File: config.mk
export PLATFORM = sky130hd
export DESIGN_NAME = priority_interrupt_unit
export DESIGN_NICKNAME = d
export VERILOG_FILES = /design/src/pi_pkg.sv /design/src/bus_chain_pick.sv /design/src/priority_interrupt_unit.sv
export SDC_FILE = /design/constraint.sdc
export NUM_CORES = 1
export LEC_CHECK = 0
export ABC_AREA = 1
export ABC_CLOCK_PERIOD_IN_PS = 2200
export BUFFER_PORTS_ARGS = -buffer_cell sky130_fd_sc_hd__buf_2
export CORE_MARGIN = 2
export CORE_UTILIZATION = 30
export DETAILED_ROUTE_END_ITERATION = 10
export HOLD_SLACK_MARGIN = 0.03
export SYNTH_ARGS = -nofsm -noshare
export SYNTH_HDL_FRONTEND = slang
export SYNTH_SLANG_ARGS = --single-unit
File: constraint.sdc
create_clock -name pclk -period 2.2 [get_ports pclk]
set_input_delay 0.44 -clock pclk [delete_from_list [all_inputs] [get_ports pclk]]
set_output_delay 0.44 -clock pclk [all_outputs]
set_load 0.02 [all_outputs]
File: src/pi_pkg.sv
// Package for the eight-level priority interrupt unit: bus offsets, field
// positions, operation codes, entry addresses and reset values.
// Assumes an 18-bit accumulator whose bit 00 is its most significant bit.
package pi_pkg;

  // Sizes
  localparam int unsigned LEVELS    = 8;   // Priority levels
  localparam int unsigned HW_LEVELS = 4;   // Levels raised by bus devices
  localparam int unsigned DEVS      = 8;   // Devices sharing one hardware level
  localparam int unsigned AC_W      = 18;  // Accumulator width
  localparam int unsigned ADDR_W    = 15;  // Entry address width
  localparam int unsigned APB_AW    = 8;   // Decoded address bits

  // Register byte offsets
  localparam logic [7:0] OFF_ACCUM  = 8'h00;  // Accumulator image, read/write
  localparam logic [7:0] OFF_IOT    = 8'h04;  // Operation code, write executes
  localparam logic [7:0] OFF_RESULT = 8'h08;  // Status word from last status read
  localparam logic [7:0] OFF_STATE  = 8'h0c;  // Live state, read only

  // Live state word fields
  localparam int unsigned ST_PL_LSB  = 0;   // Active levels, 8 bits
  localparam int unsigned ST_RR_LSB  = 8;   // Requests, 8 bits
  localparam int unsigned ST_ENABLE  = 16;  // Unit enabled
  localparam int unsigned ST_SKIP    = 17;  // Last skip test result
  localparam int unsigned ST_HOLD    = 18;  // Grant hold-off running

  // Accumulator bit positions (bit 00 is index 17)
  localparam int unsigned ACB_ENABLE  = 17;  // Bit 00: enable
  localparam int unsigned ACB_REQ_TOP = 15;  // Bits 02-09: request level l at 15-l
  localparam int unsigned ACB_PL_TOP  = 7;   // Bits 10-17: level l at 7-l

  // Operation codes (octal 703304, 703344, 707742, 705501, 705504, 705512)
  localparam logic [17:0] OP_LEVEL_RELEASE   = 18'h386c4;
  localparam logic [17:0] OP_RELEASE_RESTORE = 18'h386e4;
  localparam logic [17:0] OP_STATUS_RESTORE  = 18'h38fe2;
  localparam logic [17:0] OP_SKIP_TEST       = 18'h38b41;
  localparam logic [17:0] OP_SELECT_ACTIVITY = 18'h38b44;
  localparam logic [17:0] OP_STATUS_READ     = 18'h38b4a;

  // Software levels enter at octal 40 upward
  localparam logic [14:0] SW_ENTRY_BASE = 15'h0020;

  // Level numbers with a fixed meaning
  localparam logic [2:0] LVL_PROG_INT = 3'h3;  // Ordinary program interrupt
  localparam logic [2:0] LVL_CALL     = 3'h4;  // Call trap

  // Instructions that must complete before grants resume after restore
  localparam logic [1:0] HOLD_INSTRS = 2'h2;

  // Reset values
  localparam logic [7:0]  RST_LEVELS = 8'h00;
  localparam logic [17:0] RST_WORD   = 18'h00000;

endpackage : pi_pkg

File: src/bus_chain_pick.sv
// Picks one requester among the devices sharing a hardware level.
// Assumes index 0 is the device nearest the processor on the bus.
`timescale 1ns/1ns
module bus_chain_pick #(
  parameter int unsigned DEVS = pi_pkg::DEVS  // Devices on the chain
) (
  input  wire logic [DEVS-1:0] req,   // Raw device requests
  output logic      [DEVS-1:0] pick   // One-hot winner, zero if none
);

  // Nearest device wins: keep only the lowest set bit
  always_comb begin
    logic taken;
    taken = 1'b0;
    pick  = '0;
    for (int i = 0; i < DEVS; i++) begin
      if (req[i] && !taken) begin
        pick[i] = 1'b1;
        taken   = 1'b1;
      end
    end
  end

endmodule : bus_chain_pick

File: src/priority_interrupt_unit.sv
// Eight-level priority interrupt unit with APB access for operations.
// Assumes the processor pulses instr_done as each instruction completes
// and that devices drive io_addr while their dev_ack bit is high.
//
// Added by the designer: the register addresses and register access over APB.
`timescale 1ns/1ns
module priority_interrupt_unit #(
  parameter int unsigned DEVS   = pi_pkg::DEVS,    // Devices per hardware level
  parameter int unsigned ADDR_W = pi_pkg::ADDR_W   // Entry address width
) (
  input  wire logic                           pclk,            // Clock, 10 MHz
  input  wire logic                           presetn,         // Async reset, low
  input  wire logic                           ce,              // Clock enable
  input  wire logic [pi_pkg::APB_AW-1:0]      paddr,           // APB address
  input  wire logic                           psel,            // APB select
  input  wire logic                           penable,         // APB enable
  input  wire logic                           pwrite,          // APB direction
  input  wire logic [31:0]                    pwdata,          // APB write data
  output logic      [31:0]                    prdata,          // APB read data
  output logic                                pready,          // APB ready
  output logic                                pslverr,         // APB error
  input  wire logic [pi_pkg::HW_LEVELS*DEVS-1:0] dev_req,      // Device requests
  output logic      [pi_pkg::HW_LEVELS*DEVS-1:0] dev_ack,      // Granted device
  input  wire logic [ADDR_W-1:0]              io_addr,         // Granted entry addr
  input  wire logic                           instr_done,      // Instruction ended
  input  wire logic                           prog_int_taken,  // Program int taken
  input  wire logic                           call_trap,       // Call executed
  output logic                                break_req,       // Stop after instr
  output logic                                grant,           // Grant pulse
  output logic      [2:0]                     grant_level,     // Granted level
  output logic      [ADDR_W-1:0]              mem_out_addr,    // Entry address
  output logic                                pc_hold,         // Keep program count
  output logic                                restore_arm,     // Arm mode restore
  output logic                                prog_int_req,    // To program int
  output logic                                skip_next        // Skip test result
);

  localparam int unsigned NL = pi_pkg::LEVELS;
  localparam int unsigned NH = pi_pkg::HW_LEVELS;

  ////////////////////////////////////////////////////////////////////////////
  // State
  logic                     enable;        // Unit enabled
  logic [NL-1:0]            rr;            // level_request_reg
  logic [NL-1:0]            pl;            // active_level_reg
  logic [pi_pkg::AC_W-1:0]  accumulator;   // Accumulator image
  logic [pi_pkg::AC_W-1:0]  status_word;   // Last status read
  logic [1:0]               hold_cnt;      // Instructions left before grants
  logic                     data_ok;       // Read data loaded for this transfer

  // Decoded operations
  logic                     wr_fire;       // Write completes this edge
  logic [17:0]              iot;           // Written operation code
  logic                     level_release_op;
  logic                     release_and_restore_op;
  logic                     status_restore_op;
  logic                     skip_test_op;
  logic                     select_activity_op;
  logic                     status_read_op;

  // Scan results
  logic [NL-1:0]            accept;        // Requests not blocked
  logic [NL-1:0]            free;          // Level and all higher inactive
  logic [2:0]               pick_level;    // Highest acceptable level
  logic [2:0]               top_level;     // Highest active level
  logic                     top_valid;     // Any level active
  logic                     grant_now;     // Grant taken this edge
  logic                     spi_hit;       // Skip condition holds
  logic [NL-1:0]            raise_ok;      // Accepted raises
  logic [NH-1:0]            hw_any;        // Any device on hardware level
  logic [NH*DEVS-1:0]       chain_pick;    // Per-level winners
  logic [NL-1:0]            next_rr;       // Next requests
  logic [NL-1:0]            next_pl;       // Next active levels
  logic [pi_pkg::AC_W-1:0]  live_status;   // Status word as it stands

  ////////////////////////////////////////////////////////////////////////////
  // APB decode: no wait state, read data loads during the setup phase
  assign pready  = penable & data_ok & ce;
  assign wr_fire = psel & penable & pwrite & pready;
  assign pslverr = psel & penable & (paddr != pi_pkg::OFF_ACCUM) &
                   (paddr != pi_pkg::OFF_IOT) & (paddr != pi_pkg::OFF_RESULT) &
                   (paddr != pi_pkg::OFF_STATE);
  assign iot     = pwdata[17:0];

  // Operation strobes, one per completed write to the code register
  always_comb begin
    logic hit;
    hit                    = wr_fire && (paddr == pi_pkg::OFF_IOT);
    level_release_op       = hit && (iot == pi_pkg::OP_LEVEL_RELEASE);
    release_and_restore_op = hit && (iot == pi_pkg::OP_RELEASE_RESTORE);
    status_restore_op      = hit && (iot == pi_pkg::OP_STATUS_RESTORE);
    skip_test_op           = hit && (iot == pi_pkg::OP_SKIP_TEST);
    select_activity_op     = hit && (iot == pi_pkg::OP_SELECT_ACTIVITY);
    status_read_op         = hit && (iot == pi_pkg::OP_STATUS_READ);
  end

  // Read data is loaded once per transfer and then held
  always_ff @(posedge pclk or negedge presetn) begin
    if (!presetn) begin
      data_ok <= 1'b0;
      prdata  <= 32'h00000000;
    end else if (ce) begin
      if (!psel || pready) begin
        data_ok <= 1'b0;                      // Transfer over or idle
      end else if (!data_ok) begin
        data_ok <= 1'b1;
        case (paddr)
          pi_pkg::OFF_ACCUM:  prdata <= {14'h0000, accumulator};
          pi_pkg::OFF_RESULT: prdata <= {14'h0000, status_word};
          pi_pkg::OFF_STATE:  prdata <= {13'h0000, (hold_cnt != 2'h0), skip_next,
                                         enable, rr, pl};
          default:            prdata <= 32'h00000000;
        endcase
      end
    end
  end

  // Accumulator image written by software
  always_ff @(posedge pclk or negedge presetn) begin
    if (!presetn) begin
      accumulator <= pi_pkg::RST_WORD;
    end else if (ce && wr_fire && (paddr == pi_pkg::OFF_ACCUM)) begin
      accumulator <= pwdata[17:0];
    end
  end

  ////////////////////////////////////////////////////////////////////////////
  // Device chains, one per hardware level
  for (genvar g = 0; g < NH; g++) begin : g_chain
    bus_chain_pick #(.DEVS(DEVS)) u_pick (
      .req  (dev_req[g*DEVS +: DEVS]),
      .pick (chain_pick[g*DEVS +: DEVS])
    );
    assign hw_any[g] = |dev_req[g*DEVS +: DEVS];
    // Acknowledge only the winning device of the level being granted
    assign dev_ack[g*DEVS +: DEVS] =
      (grant_now && (pick_level == 3'(g))) ? chain_pick[g*DEVS +: DEVS] : '0;
  end

  // Disabled unit passes device requests to the program interrupt
  assign prog_int_req = !enable && (|hw_any);

  ////////////////////////////////////////////////////////////////////////////
  // Scanner: a level is acceptable only if no equal or higher level is active
  always_comb begin
    logic blocked;
    logic found;
    logic tfound;
    blocked    = 1'b0;
    found      = 1'b0;
    tfound     = 1'b0;
    accept     = '0;
    free       = '0;
    pick_level = 3'h0;
    top_level  = 3'h0;
    for (int i = 0; i < NL; i++) begin
      blocked   = blocked | pl[i];
      accept[i] = rr[i] & ~blocked;
      free[i]   = ~blocked;
      if (accept[i] && !found) begin
        pick_level = 3'(i);
        found      = 1'b1;
      end
      if (pl[i] && !tfound) begin
        top_level = 3'(i);
        tfound    = 1'b1;
      end
    end
    top_valid = tfound;
  end

  assign break_req = enable & (|accept);
  // The restore op's own edge takes no grant either, so the hold starts clean
  assign grant_now = ce & instr_done & break_req & (hold_cnt == 2'h0) &
                     ~release_and_restore_op;

  // Skip test and raise acceptance from the accumulator
  always_comb begin
    spi_hit  = accumulator[pi_pkg::ACB_ENABLE] & enable;
    raise_ok = '0;
    for (int l = 0; l < NL; l++) begin
      spi_hit     = spi_hit | (accumulator[pi_pkg::ACB_PL_TOP - l] & free[l]);
      raise_ok[l] = accumulator[pi_pkg::ACB_PL_TOP - l] & free[l];
    end
  end

  ////////////////////////////////////////////////////////////////////////////
  // Request register: sets win over the clear from release-and-restore
  always_comb begin
    logic [NL-1:0] set;
    logic [NL-1:0] clr;
    set = '0;
    clr = '0;
    for (int l = 0; l < NL; l++) begin
      if (l < NH) begin
        set[l] = enable & hw_any[l];
      end
      if (select_activity_op) begin
        set[l] = set[l] | accumulator[pi_pkg::ACB_REQ_TOP - l];
      end
    end
    if (release_and_restore_op && top_valid) begin
      clr[top_level] = 1'b1;
    end
    next_rr = (rr & ~clr) | set;
  end

  always_ff @(posedge pclk or negedge presetn) begin
    if (!presetn) begin
      rr <= pi_pkg::RST_LEVELS;
    end else if (ce) begin
      rr <= next_rr;
    end
  end

  // Active-level register: grants, raises, traps set; releases clear
  always_comb begin
    logic [NL-1:0] set;
    logic [NL-1:0] clr;
    set = '0;
    clr = '0;
    if (grant_now) begin
      set[pick_level] = 1'b1;
    end
    if (select_activity_op) begin
      set = set | raise_ok;
    end
    if (call_trap && !(|pl[NH-1:0])) begin
      set[pi_pkg::LVL_CALL] = 1'b1;
    end
    if (prog_int_taken) begin
      set[pi_pkg::LVL_PROG_INT] = 1'b1;
    end
    if ((level_release_op || release_and_restore_op) && top_valid) begin
      clr[top_level] = 1'b1;
    end
    next_pl = (pl & ~clr) | set;
  end

  always_ff @(posedge pclk or negedge presetn) begin
    if (!presetn) begin
      pl <= pi_pkg::RST_LEVELS;
    end else if (ce) begin
      pl <= next_pl;
    end
  end

  // Enable flag follows bit 00 of each select-activity word
  always_ff @(posedge pclk or negedge presetn) begin
    if (!presetn) begin
      enable <= 1'b0;
    end else if (ce && select_activity_op) begin
      enable <= accumulator[pi_pkg::ACB_ENABLE];
    end
  end

  // Hold-off: the restore op itself and the instruction after it finish
  always_ff @(posedge pclk or negedge presetn) begin
    if (!presetn) begin
      hold_cnt <= 2'h0;
    end else if (ce) begin
      if (release_and_restore_op) begin
        hold_cnt <= pi_pkg::HOLD_INSTRS;
      end else if (instr_done && (hold_cnt != 2'h0)) begin
        hold_cnt <= hold_cnt - 2'h1;
      end
    end
  end

  ////////////////////////////////////////////////////////////////////////////
  // Grant outputs toward the processor
  always_ff @(posedge pclk or negedge presetn) begin
    if (!presetn) begin
      grant        <= 1'b0;
      pc_hold      <= 1'b0;
      grant_level  <= 3'h0;
      mem_out_addr <= '0;
    end else if (ce) begin
      grant   <= grant_now;
      pc_hold <= grant_now;
      if (grant_now) begin
        grant_level <= pick_level;
        if (pick_level < 3'(NH)) begin
          mem_out_addr <= io_addr;
        end else begin
          mem_out_addr <= ADDR_W'(pi_pkg::SW_ENTRY_BASE) +
                          ADDR_W'(pick_level - 3'(NH));
        end
      end
    end
  end

  // Restore arming, skip result and status capture
  always_ff @(posedge pclk or negedge presetn) begin
    if (!presetn) begin
      restore_arm <= 1'b0;
      skip_next   <= 1'b0;
      status_word <= pi_pkg::RST_WORD;
    end else if (ce) begin
      restore_arm <= release_and_restore_op | status_restore_op;
      if (skip_test_op) begin
        skip_next <= spi_hit;
      end
      if (status_read_op) begin
        status_word <= live_status;
      end
    end
  end

  // Status layout: enable in bit 00, requests in 02-09, levels in 10-17
  always_comb begin
    live_status = '0;
    live_status[pi_pkg::ACB_ENABLE] = enable;
    for (int l = 0; l < NL; l++) begin
      live_status[pi_pkg::ACB_REQ_TOP - l] = rr[l];
      live_status[pi_pkg::ACB_PL_TOP - l]  = pl[l];
    end
  end
endmodule : priority_interrupt_unit

==> results of run 1 <==
## per-stage QoR
step                      hold slack (ns)  cells  cell area [µm²]  setup WS (ns)  power [µW]
after CTS                          0.2705   1216             8008        -0.7250        3821
final                              0.2804   1230             8362        -0.8296        3791
after detailed placement           0.4025   1176             7102        -0.3981        2185
after floorplan                    0.1444    715             5385        -0.1570        1970
after global placement             0.4006   1176             7102        -0.3798        2176
after global routing               0.2636   1230             8362        -0.9512        3955
## registers in the layout, indices dropped and copies added (netlist names)
signal and cells:
prdata 19, accumulator 18, status_word 17, mem_out_addr 15, pl 8, rr 8, grant_level 3, hold_cnt 2
data_ok 1, enable 1, pc_hold 1, restore_arm 1, skip_next 1
## final cells by class
class	instances	area, µm²	share of cell area [%]
clock buffer	12	256.5	3.067
tap	225	281.5	3.367
clock inverter	4	51.30	0.6135
sequential	95	2377	28.43
inverter	85	339.1	4.055
timing repair buffer	300	2121	25.36
multi-input combinational	509	2935	35.10
## where the power goes
part | internal, µW | switching (µW) | leakage [µW] | total [µW]
clock | 946 | 687 | 0.000149 | 1630
sequential | 1770 | 7.82 | 0.00127 | 1770
combinational | 160 | 223 | 0.00277 | 383
## how the worst max path moves through the flow
stage,endpoint,cells after the start
floorplan,dev_ack[0],13
global placement,dev_ack[0],15
detailed placement,dev_ack[0],15
CTS,dev_ack[3],14
global route,dev_ack[19],15
finish,dev_ack[19],15
## cells in the mapped netlist, drive strengths merged, types with 2 or more instances
library cell,instances,share of area (%)
nor2,112,8.8
o22ai,6,0.72
o21a,2,0.29
dfrtp,95,46
a221oi,6,1.0
inv,84,6.1
nor4,3,0.36
nor3,14,1.3
nand4,12,1.4
o221ai,4,0.67
clkbuf,10,0.72
mux2,2,0.43
o21ai,71,6.8
nand3b,4,0.58
o31ai,3,0.43
nand2,183,13
o211ai,6,0.87
buf,19,2.6
a21oi,21,2.0
nand3,36,4.0
## cells by family after synthesis
| family | share of synthesized area (%) |
|---|---|
| buf+inv | 9.538 |
| simple gates | 30.27 |
| fa+ha+maj | 0.2408 |
| compound gates | 13.68 |
| mux | 0.4335 |
| flops | 45.76 |
| other cells | 0.07219 |
## layer usage
metal  global-route usage (%)  vias up  wire [µm]
met5                        0        -          0
met4                    4.514        0        333
met3                    5.125       25       1212
met2                    33.08      189       8900
met1                    25.02     2724       7573
li1                         -     2868          -
## tightest hold or removal path: cells and delay by family
kind / cells / cell delay, ns
simple gates: 2 / 0.08
buf+inv: 1 / 0.07
## placed cells by master, fill, tap and decap left out, drive strengths merged, types with 2 or more instances in the layout
| cell type | count |
|---|---|
| nand4 | 12 |
| mux2 | 2 |
| o211ai | 6 |
| buf | 299 |
| clkbuf | 12 |
| o31ai | 3 |
| clkinv | 2 |
| nor3 | 14 |
| dfrtp | 95 |
| nand3 | 37 |
| o22ai | 6 |
| nand3b | 4 |
| o221ai | 4 |
| nor2 | 112 |
| nand2 | 185 |
| a21oi | 21 |
| a221oi | 6 |
| o21ai | 71 |
| conb | 13 |
| inv | 85 |
| o21a | 2 |
| nor4 | 3 |
## timing repair
action                                  4_1_cts  5_1_grt
hold endpoints to repair                     14        0
endpoints found under the setup margin       34       70
pin swaps                                     8       23
resized for setup                           116       65
hold buffers                                  1        0
setup buffers                                20       14
cloned                                        3        0
==> metrics.yaml, run 1 <==
totalWireLength_um: 18020
clk_pin_slew_worst_paths_ns: 0.07
hold_end: "mem_out_addr[13]$_DFFE_PN0P_"
critPathRequiredTime_ns: 1.76
synth.distinct_cells: 39
crit_family: "simple AND/OR/NAND/NOR gates"
slew_headroom_pct: 44.01
fillers: 1660
antenna_found_initial: 0
final_antenna_net_count: 0
synth_seq_area_share_pct: 45.76
numCtsBuffers: 9
drive_gt1_share_pct: 41.09
min_path_cells: 3
die_w_um: 135.6
num_vias: 5806
critPathBufInv: 3
first_iter_violations: 308
final_util_pct: 48.85
finClkSkew_ns: 0.01107
critPathLaunch: "pl[1]$_DFFE_PN0P_"
synth_ff_type: "dfrtp_1"
cp-start-kind: "flop"
r2r_slack_ns: -0.81
start_util_pct: 30.35
clk-insertion-delay-late_ns: 0.36
worst_pin_slew_ns: 0.8328
core_area_um2: 17120
grt_overflow_total: 0
holdCritStartpoint: "io_addr[13]"
dpl.hpwl_um: 13020
nets: 1097
leakagePower_uw: 0.004192
clock_sinks: 95
async_flop_share_pct: 100.0
synthesis.area_um2: 5195
synth_edf_count: 0
area_growth_pct: 60.96
ios: 186
r2r_end: "pl[0]$_DFFE_PN0P_"
setup_slack_ns: -0.8296
syn_area_per_cell_um2: 7.390
violations: "setup timing"
port_buffers: 158
maxCapViolCount: 0
cpMaxStageDelayCell: "dfrtp_1"
synth-seq-cells: 95
cts.path.max_buffers: 2
worstSetupPathType: "reg -> out"
yosys_warnings: 0
finalSetupTns_ns: -38.28
clockRootBuffer: "clkbuf_16"
wl_per_cell_um: 14.65
cts_tree: "done"
cp.arrival_ns: 2.59
grt_max_degree: 38
outcome: "finished, violations left"
r2r-start: "pl[1]$_DFFE_PN0P_"
diodes: 0
die_area_um2: 18380
critPathMaxFanout: 6
die_y_um: 135.6
synthCells: 703
place.gp.congestion: 0.9307
hold_violations: 0
holdCritPathClass: "in -> reg"
firstDrtPassIters: 5
powerDensity_nw_per_um2: 453.4
h-tree-depth: 3
remaining_drc_errors: 0
grt_pass1_vias: 5523
vdd_ir_drop_max_v: 0.0003730
fmax_mhz: 330.1
min_period_ns: 3.030
max_stage_delay_ns: 0.41
end_kind: "output port"
rsz0062_at_grt: "yes"
grt_pass1_wl_um: 27920
via_per_inst: 4.720
cpMostUsedCell: "nor2_4"
rr_worst_depth: 21
finalCritPeriodShare_pct: 137.7
grt_usage_pct: 19.55
crit_chain: "nor2_4 > nand2_2 > nor2_4 > nand2_2 > nor2_4 > inv_2 > nand2_2 > nor2_4 > nand2_2 > nand3_4 > nor2_4 > buf_6 > nand2_4 > nor2_4 > buf_6"
rows: 48
setup_viol: 67
final_max_slew_viol_count: 0
Note: power is estimated with default switching activity, not from simulation.
==> inputs of run 2 (changes only) <==
--- a/config.mk
+++ b/config.mk
@@ -9,9 +9,10 @@
 export ABC_CLOCK_PERIOD_IN_PS = 2200
 export BUFFER_PORTS_ARGS = -buffer_cell sky130_fd_sc_hd__buf_2
 export CORE_MARGIN = 2
-export CORE_UTILIZATION = 30
+export CORE_UTILIZATION = 45
 export DETAILED_ROUTE_END_ITERATION = 10
 export HOLD_SLACK_MARGIN = 0.03
+export PLACE_DENSITY = 0.76
 export SYNTH_ARGS = -nofsm -noshare
 export SYNTH_HDL_FRONTEND = slang
 export SYNTH_SLANG_ARGS = --single-unit
==> metrics.yaml, run 2 (synthesis results as in run 1) <==
remaining_drc_errors: 0  # unchanged
critPathRequiredTime_ns: 1.76  # about the same
num_vias: 5951  # +2.5%
top_regs: "prdata (19), accumulator (18), status_word (17)"
cp-start-kind: "flop"
drive_gt1_share_pct: 37.06  # -4.0 points
fillers: 888  # -47%
ios: 186  # unchanged
cts.path.max_buffers: 2  # unchanged
antenna_found_initial: 0  # unchanged
dp.cells: 1090  # -7.3%
largest_reg_flops: 19  # unchanged
grt_overflow_total: 0  # unchanged
firstDrtPassIters: 6  # +1
worstSetupPathType: "reg -> out"
nets: 1077  # -1.8%
finalCritPeriodShare_pct: 136.7  # -0.98 points
final_cell_mix: "nand2_1, buf_2, buf_4"
grt_pass1_vias: 5658  # +2.4%
fmax_mhz: 332.4  # +0.72%
finClkSkew_ns: 0.008564  # -0.002510 ns
area_growth_pct: 51.32
final_util_pct: 69.44  # +21 points
top_register: "prdata"
dpl.hpwl_um: 12120  # -6.9%
setup_slack_ns: -0.8080  # +0.02162 ns
vdd_ir_drop_max_v: 0.0003472  # -6.9%
grt_usage_pct: 26.82  # +7.3 points
cts_tree: "done"
die_w_um: 111.4  # -18%
final_antenna_net_count: 0  # unchanged
min_path_cells: 3  # unchanged
critPathMaxFanout: 7  # +1
numCtsBuffers: 9  # unchanged
outcome: "finished, violations left"
rsz0062_at_grt: "yes"
port_buffers: 158  # unchanged
met1_length_um: 7217  # -4.7%
diodes: 0  # unchanged
grt_max_degree: 53  # +39%
die_area_um2: 12420  # -32%
stdcell_area_um2: 7861  # -6.0%
start_util_pct: 45.89  # +16 points
maxCapViolCount: 0  # unchanged
dpl_cell_area_um2: 6969  # -1.9%
clock_sinks: 95  # unchanged
min_period_ns: 3.008  # -0.02162 ns
first_iter_violations: 531  # +72%
wl_per_cell_um: 15.69  # +7.1%
rows: 39  # -19%
slew_headroom_pct: 42.76  # -1.2 points
cp.arrival_ns: 2.57  # -0.02 ns
powerDensity_nw_per_um2: 478.9  # +5.6%
met3_wirelength_um: 1179  # -2.7%
highest-signal-layer: "met4"
clk-insertion-delay-late_ns: 0.35  # about the same
place.gp.congestion: 0.9404  # +1.0%
rr_worst_depth: 12  # -43%
setup_viol: 35  # -48%
end_kind: "output port"
via_per_inst: 5.276  # +12%
clk_pin_slew_worst_paths_ns: 0.07  # about the same
violations: "setup timing"
instances_no_fill: 1128  # -8.3%
worst_pin_slew_ns: 0.8513  # +0.01849 ns
core_area_um2: 11320  # -34%
h-tree-depth: 3  # unchanged
holdCritPathClass: "in -> reg"
final_common_cell: "nand2_1"
grt_pass1_wl_um: 26990  # -3.3%
leakagePower_uw: 0.004075  # -2.8%
clockRootBuffer: "clkbuf_16"
route.met2.wl_um: 8834  # -0.74%
die_y_um: 111.4  # -18%
hold_violations: 0  # unchanged
final_max_slew_viol_count: 0  # unchanged
totalWireLength_um: 17700  # -1.8%
-- run 2: critical path: stages (launching register included) --
cell	delay, ns
dfrtp_1	0.42
nor2_4	0.23
nand3_4	0.12
nor2_4	0.10
nand4_1	0.22
buf_4	0.23
nand3_2	0.09
nand3_4	0.13
inv_8	0.11
nand3_4	0.13
buf_12	0.18
nor2_1	0.11
buf_4	0.16
-- run 2: per-stage QoR --
step / hold WS [ns] / setup WS (ns) / total power, µW / setup TNS, ns
finish: 0.2883 / -0.8080 / 3765 / -23.19
global route: 0.2941 / -0.9113 / 3916 / -26.85
CTS: 0.2823 / -0.6995 / 3782 / -20.04
detailed placement: 0.3916 / -0.4288 / 2178 / -9.913
global placement: 0.3909 / -0.3371 / 2168 / -8.160
floorplan: 0.1444 / -0.1570 / 1970 / -3.218
-- run 2: cell type report --
cell class	instances	area, µm²	area share, %
clock buffer	9	225.2	2.865
clock inverter	7	78.83	1.003
inverter	85	331.6	4.218
multi-input combinational	507	2703	34.38
sequential	95	2377	30.24
tap	143	178.9	2.276
timing repair buffer	281	1961	24.94
timing repair inverter	1	6.256	0.07958
-- run 2: layer usage --
layer | up-vias | global-route usage (%)
li1 | 2815 | -
met1 | 2817 | 34.71
met2 | 275 | 45.69
met3 | 44 | 5.988
met4 | 0 | 7.325
met5 | - | 0
-- run 2: what timing repair did --
| item | CTS | global route |
|---|---|---|
| endpoints found under the setup margin | 34 | 53 |
| hold buffers | 1 | 0 |
| resized for setup | 51 | 61 |
| setup buffers | 10 | 11 |
| pin swaps | 8 | 13 |
| endpoints found under the hold margin | 28 | 0 |
| gates cloned | 1 | 1 |
-- run 2: final timing paths --
kind	slack [ns]	end	start
worst max register to register	-0.03	pl[0]$_DFFE_PN0P_	pl[0]$_DFFE_PN0P_
worst min register to register	0.48	prdata[18]$_DFFE_PN0P_	prdata[18]$_DFFE_PN0P_
worst max-delay path	-0.81	dev_ack[25]	pl[0]$_DFFE_PN0P_
worst min-delay path	0.29	mem_out_addr[9]$_DFFE_PN0P_	io_addr[9]
max in group asynchronous	1.01	grant_level[1]$_DFFE_PN0P_	presetn
min in group asynchronous	0.57	prdata[13]$_DFFE_PN0P_	presetn
-- run 2: power breakdown --
| part | switching, µW | internal, µW |
|---|---|---|
| clock network | 715 | 898 |
| registers | 7.51 | 1770 |
| logic | 222 | 157 |
| total | 944 | 2820 |
